$ cat config.mk
export PLATFORM = sky130hd
export DESIGN_NAME = pll_feedback_divider_status_mux
export DESIGN_NICKNAME = d
export VERILOG_FILES = /design/src/shared/pll_fb_pkg.sv /design/src/core/pll_feedback_divider_status_mux.sv
export SDC_FILE = /design/constraint.sdc
export NUM_CORES = 1
export LEC_CHECK = 0
export ABC_AREA = 1
export BUFFER_PORTS_ARGS = -buffer_cell sky130_fd_sc_hd__buf_2
export CORE_MARGIN = 4
export CORE_UTILIZATION = 58
export CTS_CLUSTER_SIZE = 30
export DETAILED_ROUTE_END_ITERATION = 8
export PLACE_DENSITY = 0.81
export RECOVER_POWER = 50
export SYNTH_ARGS = -nofsm -noshare
export SYNTH_HDL_FRONTEND = slang
export SYNTH_SLANG_ARGS = --single-unit
export TNS_END_PERCENT = 50
$ cat constraint.sdc
create_clock -name clk_sys_in -period 3.9 [get_ports clk_sys_in]
set_input_delay 0.195 -clock clk_sys_in [delete_from_list [all_inputs] [get_ports clk_sys_in]]
set_output_delay 0.195 -clock clk_sys_in [all_outputs]
set_load 0.01 [all_outputs]
$ cat src/shared/pll_fb_pkg.sv
// Register map, field positions and encodings of the feedback divider block
package pll_fb_pkg;
    localparam logic [7:0] ADDR_FB_CTRL = 8'h16;
    localparam logic [7:0] ADDR_STAT_SEL = 8'h17;
    localparam logic [7:0] FB_CTRL_RESET = 8'h00;
    localparam logic [7:0] STAT_SEL_RESET = 8'h00;
    localparam int BIT_RESET_AB = 5;
    localparam int BIT_RESET_ALL = 4;
    localparam int BIT_B_BYPASS = 3;
    localparam int PRE_MSB = 2;
    localparam int SEL_MSB = 7;
    localparam int SEL_LSB = 2;
    localparam int A_W = 6;
    localparam int B_W = 13;
    localparam int R_W = 14;
    localparam int PRE_W = 6;
    // Prescaler ratio codes
    localparam logic [2:0] PRE_FD1 = 3'h0;
    localparam logic [2:0] PRE_FD2 = 3'h1;
    localparam logic [2:0] PRE_DM2 = 3'h2;
    localparam logic [2:0] PRE_DM4 = 3'h3;
    localparam logic [2:0] PRE_DM8 = 3'h4;
    localparam logic [2:0] PRE_DM16 = 3'h5;
    localparam logic [2:0] PRE_DM32 = 3'h6;
    localparam logic [2:0] PRE_FD3 = 3'h7;
    localparam logic [5:0] RATIO_1 = 6'h01;
    localparam logic [5:0] RATIO_2 = 6'h02;
    localparam logic [5:0] RATIO_3 = 6'h03;
    localparam logic [5:0] RATIO_4 = 6'h04;
    localparam logic [5:0] RATIO_8 = 6'h08;
    localparam logic [5:0] RATIO_16 = 6'h10;
    localparam logic [5:0] RATIO_32 = 6'h20;
    // Status select codes
    localparam logic [5:0] SEL_GND = 6'h00;
    localparam logic [5:0] SEL_N_DIV = 6'h01;
    localparam logic [5:0] SEL_R_DIV = 6'h02;
    localparam logic [5:0] SEL_A_DIV = 6'h03;
    localparam logic [5:0] SEL_PRE = 6'h04;
    localparam logic [5:0] SEL_PFD_UP = 6'h05;
    localparam logic [5:0] SEL_PFD_DN = 6'h06;
    localparam logic [5:0] SEL_MON_GND = 6'h20;
    localparam logic [5:0] SEL_FIRST_REFERENCE_INPUT_CLK = 6'h21;
    localparam logic [5:0] SEL_SECOND_REFERENCE_INPUT_CLK = 6'h22;
    localparam logic [5:0] SEL_REF_SEL = 6'h23;
    localparam logic [5:0] SEL_REF_UNSEL = 6'h24;
endpackage
$ cat src/core/pll_feedback_divider_status_mux.sv
// PLL feedback divider, reference divider, control registers and status pin mux
`timescale 1ns/1ps
`default_nettype none
module pll_feedback_divider_status_mux #(
    parameter int DLY_STAGES = 1
) (
    input wire logic clk_sys_in,
    input wire logic srst_in,
    input wire logic reg_wr_in,
    input wire logic [7:0] reg_addr_in,
    input wire logic [7:0] reg_wdata_in,
    output logic [7:0] reg_rdata_out,
    input wire logic [pll_fb_pkg::A_W-1:0] a_value_in,
    input wire logic [pll_fb_pkg::B_W-1:0] b_value_in,
    input wire logic [pll_fb_pkg::R_W-1:0] r_value_in,
    input wire logic first_reference_input_in,
    input wire logic second_reference_input_in,
    input wire logic diff_mode_in,
    input wire logic ref_select_in,
    input wire logic pfd_up_in,
    input wire logic pfd_down_in,
    output logic n_div_out,
    output logic r_div_out,
    output logic status_out
);
    typedef struct packed {
        logic [7:0] fb_ctrl;
        logic [7:0] stat_sel;
        logic [7:0] rdata;
        logic [pll_fb_pkg::PRE_W-1:0] pre_cnt;
        logic [pll_fb_pkg::A_W-1:0] a_cnt;
        logic [pll_fb_pkg::B_W-1:0] b_cnt;
        logic [pll_fb_pkg::R_W-1:0] r_cnt;
        logic pre_out;
        logic a_out;
        logic n_pulse;
        logic r_pulse;
        logic [DLY_STAGES-1:0] n_dly;
        logic [DLY_STAGES-1:0] r_dly;
        logic ref_prev;
        logic status;
    } state_t;

    state_t st;
    state_t next_st;

    function automatic logic [5:0] base_ratio(input logic [2:0] code);
        case (code)
            pll_fb_pkg::PRE_FD1: base_ratio = pll_fb_pkg::RATIO_1;
            pll_fb_pkg::PRE_FD2: base_ratio = pll_fb_pkg::RATIO_2;
            pll_fb_pkg::PRE_DM2: base_ratio = pll_fb_pkg::RATIO_2;
            pll_fb_pkg::PRE_DM4: base_ratio = pll_fb_pkg::RATIO_4;
            pll_fb_pkg::PRE_DM8: base_ratio = pll_fb_pkg::RATIO_8;
            pll_fb_pkg::PRE_DM16: base_ratio = pll_fb_pkg::RATIO_16;
            pll_fb_pkg::PRE_DM32: base_ratio = pll_fb_pkg::RATIO_32;
            default: base_ratio = pll_fb_pkg::RATIO_3;
        endcase
    endfunction

    function automatic logic is_dual(input logic [2:0] code);
        is_dual = (code != pll_fb_pkg::PRE_FD1) && (code != pll_fb_pkg::PRE_FD2)
            && (code != pll_fb_pkg::PRE_FD3);
    endfunction

    logic [2:0] pre_code;
    logic dm;
    logic bypass;
    logic rst_ab;
    logic rst_all;
    logic a_phase;
    logic [5:0] modulus;
    logic pre_tc;
    logic ref_now;
    logic ref_edge;
    logic [5:0] sel;

    always_comb begin
        pre_code = st.fb_ctrl[pll_fb_pkg::PRE_MSB:0];
        dm = is_dual(pre_code);
        bypass = st.fb_ctrl[pll_fb_pkg::BIT_B_BYPASS];
        rst_ab = st.fb_ctrl[pll_fb_pkg::BIT_RESET_AB];
        rst_all = st.fb_ctrl[pll_fb_pkg::BIT_RESET_ALL];
        // A only counts in dual-modulus mode; fixed ratios ignore it
        a_phase = dm && (st.a_cnt < a_value_in) && !rst_ab && !rst_all;
        modulus = base_ratio(pre_code) + {5'h00, a_phase};
        pre_tc = (st.pre_cnt == modulus - 6'h01);
        // Differential reference arrives on the first input
        ref_now = (ref_select_in && !diff_mode_in) ? second_reference_input_in : first_reference_input_in;
        ref_edge = ref_now && !st.ref_prev;
        sel = st.stat_sel[pll_fb_pkg::SEL_MSB:pll_fb_pkg::SEL_LSB];
    end

    always_comb begin
        next_st = st;
        next_st.n_pulse = 1'b0;
        next_st.r_pulse = 1'b0;
        if (reg_wr_in) begin
            if (reg_addr_in == pll_fb_pkg::ADDR_FB_CTRL) begin
                next_st.fb_ctrl = reg_wdata_in;
            end else if (reg_addr_in == pll_fb_pkg::ADDR_STAT_SEL) begin
                next_st.stat_sel = reg_wdata_in;
            end
        end
        if (reg_addr_in == pll_fb_pkg::ADDR_FB_CTRL) begin
            next_st.rdata = st.fb_ctrl;
        end else if (reg_addr_in == pll_fb_pkg::ADDR_STAT_SEL) begin
            // Low two bits are unused and read as zero
            next_st.rdata = {sel, 2'b00};
        end else begin
            next_st.rdata = 8'h00;
        end
        // Prescaler
        next_st.pre_cnt = pre_tc ? '0 : st.pre_cnt + 6'h01;
        next_st.pre_out = pre_tc;
        // A and B counters, clocked by prescaler terminal count
        if (rst_ab || rst_all) begin
            next_st.a_cnt = '0;
            next_st.b_cnt = '0;
        end else if (pre_tc) begin
            if (bypass) begin
                next_st.n_pulse = 1'b1;
                next_st.b_cnt = '0;
                next_st.a_cnt = '0;
            end else if ({1'b0, st.b_cnt} + 14'h0001 >= {1'b0, b_value_in}) begin
                next_st.n_pulse = 1'b1;
                next_st.b_cnt = '0;
                next_st.a_cnt = '0;
            end else begin
                next_st.b_cnt = st.b_cnt + 13'h0001;
                if (a_phase) begin
                    next_st.a_cnt = st.a_cnt + 6'h01;
                end
            end
        end
        next_st.a_out = a_phase;
        // R counter on rising reference edges
        next_st.ref_prev = ref_now;
        if (rst_all) begin
            next_st.r_cnt = '0;
        end else if (ref_edge) begin
            if ({1'b0, st.r_cnt} + 15'h0001 >= {1'b0, r_value_in}) begin
                next_st.r_cnt = '0;
                next_st.r_pulse = 1'b1;
            end else begin
                next_st.r_cnt = st.r_cnt + 14'h0001;
            end
        end
        // Programmable path delay modelled as a short shift line
        // Oldest stage drops off the top of the line
        next_st.n_dly = DLY_STAGES'({st.n_dly, st.n_pulse});
        next_st.r_dly = DLY_STAGES'({st.r_dly, st.r_pulse});
        // Status pin select
        if (sel == pll_fb_pkg::SEL_N_DIV) begin
            next_st.status = st.n_dly[DLY_STAGES-1];
        end else if (sel == pll_fb_pkg::SEL_R_DIV) begin
            next_st.status = st.r_dly[DLY_STAGES-1];
        end else if (sel == pll_fb_pkg::SEL_A_DIV) begin
            next_st.status = st.a_out;
        end else if (sel == pll_fb_pkg::SEL_PRE) begin
            next_st.status = st.pre_out;
        end else if (sel == pll_fb_pkg::SEL_PFD_UP) begin
            next_st.status = pfd_up_in;
        end else if (sel == pll_fb_pkg::SEL_PFD_DN) begin
            next_st.status = pfd_down_in;
        end else if (sel == pll_fb_pkg::SEL_FIRST_REFERENCE_INPUT_CLK) begin
            next_st.status = first_reference_input_in;
        end else if (sel == pll_fb_pkg::SEL_SECOND_REFERENCE_INPUT_CLK) begin
            next_st.status = second_reference_input_in && !diff_mode_in;
        end else if (sel == pll_fb_pkg::SEL_REF_SEL) begin
            next_st.status = ref_now;
        end else if (sel == pll_fb_pkg::SEL_REF_UNSEL) begin
            // Differential mode has no unselected reference, so pin stays low
            next_st.status = (ref_select_in && !diff_mode_in) ? first_reference_input_in
                : (second_reference_input_in && !diff_mode_in);
        end else begin
            // Monitor status selections live outside this block
            next_st.status = 1'b0;
        end
    end

    always_ff @(posedge clk_sys_in) begin
        if (srst_in) begin
            st <= '0;
            st.fb_ctrl <= pll_fb_pkg::FB_CTRL_RESET;
            st.stat_sel <= pll_fb_pkg::STAT_SEL_RESET;
        end else begin
            st <= next_st;
        end
    end

    assign reg_rdata_out = st.rdata;
    assign n_div_out = st.n_dly[DLY_STAGES-1];
    assign r_div_out = st.r_dly[DLY_STAGES-1];
    assign status_out = st.status;

    a_fd_ratio_two: assert property (@(posedge clk_sys_in) disable iff (srst_in)
        (pre_code == pll_fb_pkg::PRE_FD2 && pre_tc) |-> st.pre_cnt == 6'h01)
        else $error("fixed divide-by-2 terminal count wrong");
    a_fd_ratio_three: assert property (@(posedge clk_sys_in) disable iff (srst_in)
        (pre_code == pll_fb_pkg::PRE_FD3 && pre_tc) |-> st.pre_cnt == 6'h02 && !a_phase)
        else $error("fixed divide-by-3 terminal count wrong");
    a_dm_swallow_23: assert property (@(posedge clk_sys_in) disable iff (srst_in)
        (pre_code == pll_fb_pkg::PRE_DM2 && pre_tc)
        |-> st.pre_cnt == (a_value_in != '0 && a_phase ? 6'h02 : 6'h01))
        else $error("dual modulus 2/3 ratio wrong");
    a_dm_swallow_89: assert property (@(posedge clk_sys_in) disable iff (srst_in)
        (pre_code == pll_fb_pkg::PRE_DM8 && pre_tc && !rst_ab && !rst_all)
        |-> st.pre_cnt == (st.a_cnt < a_value_in ? 6'h08 : 6'h07))
        else $error("dual modulus 8/9 ratio wrong");
    a_bypass_n_pulse: assert property (@(posedge clk_sys_in) disable iff (srst_in)
        (bypass && pre_tc && !rst_ab && !rst_all) |=> st.n_pulse)
        else $error("bypassed B counter did not divide by one");
    a_ab_reset_hold: assert property (@(posedge clk_sys_in) disable iff (srst_in)
        (rst_ab || rst_all) |=> st.a_cnt == '0 && st.b_cnt == '0 && !st.n_pulse)
        else $error("A and B counters not held in reset");
    a_all_reset_r: assert property (@(posedge clk_sys_in) disable iff (srst_in)
        rst_all |=> st.r_cnt == '0 && !st.r_pulse)
        else $error("R counter not held in reset");
    a_status_n_div: assert property (@(posedge clk_sys_in) disable iff (srst_in)
        sel == pll_fb_pkg::SEL_N_DIV |=> status_out == $past(n_div_out))
        else $error("status pin not following feedback output");
    a_status_pfd_dn: assert property (@(posedge clk_sys_in) disable iff (srst_in)
        sel == pll_fb_pkg::SEL_PFD_DN |=> status_out == $past(pfd_down_in))
        else $error("status pin not following PFD down");
    a_status_ground: assert property (@(posedge clk_sys_in) disable iff (srst_in)
        (!sel[5] && sel > pll_fb_pkg::SEL_PFD_DN || sel == pll_fb_pkg::SEL_GND
        || sel == pll_fb_pkg::SEL_MON_GND) |=> !status_out)
        else $error("status pin not static low");
    a_status_second_reference_input_diff: assert property (@(posedge clk_sys_in) disable iff (srst_in)
        (sel == pll_fb_pkg::SEL_SECOND_REFERENCE_INPUT_CLK && diff_mode_in) |=> !status_out)
        else $error("second reference shown in differential mode");
    a_status_unsel_diff: assert property (@(posedge clk_sys_in) disable iff (srst_in)
        (sel == pll_fb_pkg::SEL_REF_UNSEL && diff_mode_in) |=> !status_out)
        else $error("unselected reference shown in differential mode");
    c_bypass_pulse: cover property (@(posedge clk_sys_in) bypass && st.n_pulse);
    c_a_phase_end: cover property (@(posedge clk_sys_in) a_phase ##1 !a_phase && dm);
    c_status_pfd_up: cover property (@(posedge clk_sys_in)
        sel == pll_fb_pkg::SEL_PFD_UP ##1 status_out);
endmodule
`default_nettype wire

# After elaboration in Yosys (flattened, before gate mapping)
# Cells that the tools add are included.
# word_totals
ff_bits,71
out_inout_bits,11
elab_cells,97
# op_classes
add_sub_neg,8
n_lt_le_gt_ge,3
n_eq_ne,21
muxes,22
n_bitwise,3
n_reduce_logical,25
# ops
operator,n
two-way mux 19 bit,2
case mux 6 bit (6 select lines),1
equality test 6 bit (second input constant),4
equality test 6 x 3 -> 1 bit (second input constant),3
equality test 8 x 5 -> 1 bit (second input constant),2
two-way mux 8 bit,2
adder 14 x 1 -> 15 bit (second input constant),1
greater-or-equal comparator 15 x 14 -> 1 bit,1
two-way mux 1 bit,15
adder 13 x 1 -> 14 bit (second input constant),1
adder 14 x 1 -> 14 bit (second input constant),1
greater-or-equal comparator 14 x 13 -> 1 bit,1
two-way mux 14 bit,1
adder 13 x 1 -> 13 bit (second input constant),1
adder 6 x 1 -> 6 bit (second input constant),2
equality test 6 x 2 -> 1 bit (second input constant),2
equality test 3 bit (second input constant),3
logical AND 1 bit,8
OR reduction 2 bit,4
adder 6 x 1 -> 6 bit,1
equality test 3 x 2 -> 1 bit (second input constant),2
equality test 6 x 1 -> 1 bit (second input constant),1
equality test 6 bit,1
less-than comparator 6 bit,1
other kinds (13),21

# Depth between registers and ports, before layout
# depth
depth_word,13
depth_mapped,21

# Least setup slack after synthesis
# Ideal clock, no wire load.
# synth_path
kind,flip-flop to flip-flop
start,register st[40] in the netlist's numbering
end,register st[23] in the netlist's numbering
setup_time_ns,0.068
t_arrival_ns,2.661
slack_ns,1.172
path_stages_with_launch,18
path_buffers,1
period_less_slack_ns,2.728
path_cell_list,dfxtp_1 ha_1 a21o_1 nor2_1 nand4_1 nor2_1 inv_1 ha_1 ha_1 xnor2_1 nor2_1 nand3_2 nor2_4 nand4_4 nor2_4 buf_8 nand2_1 a21oi_2
# synth_between
elab_chain_cells,7
# synth_lines
element,line,text
from (decl),pll_feedback_divider_status_mux.sv:44,state_t st;
from (signal assigned),pll_feedback_divider_status_mux.sv:187,st <= next_st;
less-than comparator 6 bit,pll_feedback_divider_status_mux.sv:84,a_phase = dm && (st.a_cnt < a_value_in) && !rst_ab && !rst_all;
logical AND 1 bit (3 in series),pll_feedback_divider_status_mux.sv:84,
adder 6 x 1 -> 6 bit,pll_feedback_divider_status_mux.sv:85,"modulus = base_ratio(pre_code) + {5'h00, a_phase};"
subtractor 6 x 1 -> 6 bit,pll_feedback_divider_status_mux.sv:86,pre_tc = (st.pre_cnt == modulus - 6'h01);
equality test 6 bit,pll_feedback_divider_status_mux.sv:86,
# No other way between the ends.
# A chain may end at the register's enable or synchronous reset.

# Final worst setup path
# layout_path
start,register st[40] in the netlist's numbering
end,register st[32] in the netlist's numbering
# Same word-level chain as after synthesis.

==> impl_metrics.tcl <==
set metrics [dict create \
    cts_hold_buf 0 \
    hold_violations 0 \
    cp_max_fo 16 \
    max-cap-violations 0 \
    maxSlewHeadroom 0.329 \
    rows 32 \
    yosysUniqueCellTypes 42 \
    netlist_area_um2 4630 \
    dieArea_um2 9480 \
    worstPathCellList "ha_1, a21o_1, nor2_1, nand4_1, nor2_1, inv_1, ha_1, ha_1, xnor2_1, nor2_1, nand3_2, nor2_1, nand4_4, nor2_4, nand2_1, a21oi_1" \
    worst_pin_slew_ns 1.00 \
    postCtsSetupBuffers 0 \
    avgSynthCellArea_um2 6.97 \
    rrSetupSlack_ns 0.53 \
    cp_num_buf_inv 1 \
    clk_latency_ns 0.35 \
    synthTopCellsByArea "dfxtp_1, ha_1, nand2_1, inv_1, a21oi_1" \
    ys_seq_elements 69 \
    start_util 0.599 \
    die_w_um 97.4 \
    htree_levels 3 \
    setup_violations 0 \
    critPathKind "flip-flop to flip-flop" \
    cp_common_cell "nor2_1" \
    clock_path_buffers 2 \
    slowest_delay_ns 0.47 \
    synthToLayoutAreaGrowth_pct 11.1 \
    antenna_left 0 \
    crit_path_end_kind "flip-flop" \
    critPathArrivalTime_ns 3.64 \
    yosys.area.top_type "dfxtp_1" \
    hold_class "primary input to flip-flop" \
    first_pass_iters 5 \
    nets 817 \
    cts_made_buffers 9 \
    ctsResizeCount 0 \
    io_buffers 68 \
    synthesis.nets 761 \
    cts_tree "built" \
    antenna_found_initial 0 \
    dp_hpwl_mm 8.10 \
    wire_per_inst_um 12.5 \
    grt_pass1_wl_mm 17.8 \
    holdWs_ns 0.130 \
    numClockSinks 69 \
    ys_async_sr_fraction 0 \
    irDropWorstVdd_uv 203 \
    fill_cells 679 \
    ys_seq_area_frac 0.298 \
    leakage_uw 0.00250 \
    fmax_mhz 297 \
    cts_root_buffer "clkbuf_8" \
    synth_most_common_cell "nand2_1" \
    antenna_cells 0 \
    rsz0062_at_grt "false" \
    yosys-top-cells-count "nand2_1, inv_1, dfxtp_1, nor2_1, a21oi_1" \
    crit_family "simple AND/OR/NAND/NOR gates" \
    core-area_um2 7730 \
    die_height_um 97.4 \
    yosys_warnings 0 \
    wirelength_mm 10.4 \
    synth_top_area_frac 0.298 \
    cp-start-kind "flip-flop" \
    synthFlopType "dfxtp_1" \
    via_per_inst 5.32 \
    drive_above_1_share 0.150 \
    drc_errors 0 \
    grt_pass1_vias 4248 \
    p_per_area_nw_per_um2 291 \
    place.gp.congestion 0.918 \
    grt_start_max_net_pins 21 \
    cp_data_required_time_ns 4.17 \
    clk_pin_slew_worst_paths_ns 0.09 \
    io_pins 69 \
    finalSetupTns_ns 0 \
    synth-edff-count 0 \
    vias 4404 \
    drt_iter0_drc 200 \
    grt_overflow_total 0 \
    critPathSlowestCell "nor2_4" \
    postSynthCellCount 665 \
    status "completed" \
    clock_skew_ns 0.0105 \
    fin_crit_sh 0.863 \
    slew_violations 0 \
    grt.total_usage 0.219 \
    layout_min_cycle_time_ns 3.37 \
]
state kept, by name, indices dropped and copies added, names as in the netlist:
register	flops
reg_rdata_out	8
rst_ab	1
pre_code	3
r_div_out	1
bypass	1
next_st	2
rst_all	1
n_div_out	1
st	44
status_out	1
sel	6
kinds of logic after synthesis:
| group | Yosys count | share of synthesized area |
|---|---|---|
| flip-flops | 69 | 0.298 |
| adder cells (fa/ha/maj) | 38 | 0.103 |
| buffers and inverters | 141 | 0.126 |
| AO/OA/AOI/OAI | 101 | 0.129 |
| XOR/XNOR | 30 | 0.0567 |
| AND/OR/NAND/NOR | 286 | 0.287 |
tightest hold or removal path, cell delays in order:
cell and delay, ns:
buf_2 0.08, o21ai_0 0.07, a21oi_1 0.10
routing by layer:
layer / GRT usage / routed length, µm / vias up
met4: 0.0692 / 200 / 0
met1: 0.270 / 4610 / 1994
met2: 0.387 / 5080 / 130
li1: - / - / 2259
met5: 0 / 0 / -
met3: 0.0366 / 487 / 21
final cells by class:
class,instances,area (µm²),share of cell area
well taps,102,128,0.0248
inverters,118,445,0.0866
repair buffers,68,327,0.0635
flip-flops and latches,69,1380,0.268
clock buffers,9,124,0.0241
multi-input cells,455,2660,0.517
clock inverters,7,82.6,0.0160
cells in the final DEF (no fill, tap or decap), types with 2 or more instances in the layout:
| cell | instances |
|---|---|
| a21o_1 | 4 |
| a21oi_1 | 50 |
| a21oi_2 | 10 |
| buf_2 | 57 |
| clkbuf_1 | 11 |
| clkbuf_8 | 9 |
| clkinvlp_4 | 2 |
| dfxtp_1 | 69 |
| ha_1 | 38 |
| inv_1 | 114 |
| inv_2 | 3 |
| inv_6 | 2 |
| nand2_1 | 125 |
| nand2_2 | 10 |
| nand3_1 | 32 |
| nand3_2 | 2 |
| nand3b_1 | 3 |
| nand4_1 | 26 |
| nand4_2 | 2 |
| nor2_1 | 55 |
| nor2_2 | 4 |
| nor3_1 | 17 |
| nor4_1 | 4 |
| o21ai_0 | 22 |
| o21bai_1 | 2 |
| o32ai_1 | 5 |
| xnor2_1 | 12 |
| xor2_1 | 18 |
stage by stage:
| step | cells | util | power (µW) | area, µm² | setup slack, ns |
|---|---|---|---|---|---|
| final | 828 | 0.666 | 1500 | 5150 | 0.533 |
| after global routing | 828 | 0.666 | 1570 | 5150 | 0.133 |
| after CTS | 828 | 0.669 | 1510 | 5170 | 0.607 |
| after detailed placement | 812 | 0.642 | 909 | 4960 | 0.636 |
| after global placement | 812 | 0.642 | 901 | 4960 | 0.765 |
| after floorplan | 665 | - | 855 | 4630 | 1.17 |
final timing paths:
kind,from,end,cells after the start
setup / recovery,st[40],st[32],16
hold / removal,reg_wdata_in[6],st[69],3
setup reg to reg,st[40],st[32],16
hold reg to reg,next_st[3],n_div_out,2
report_power, final:
group          switching, µW  total [µW]  internal, µW  leakage (µW)
combinational            102         167          65.4       0.00184
sequential              9.70         724           714      0.000557
clock                    301         606           305     0.0000984
total                    413        1500          1080       0.00250
No activity file was read; power rests on OpenSTA's default activity.
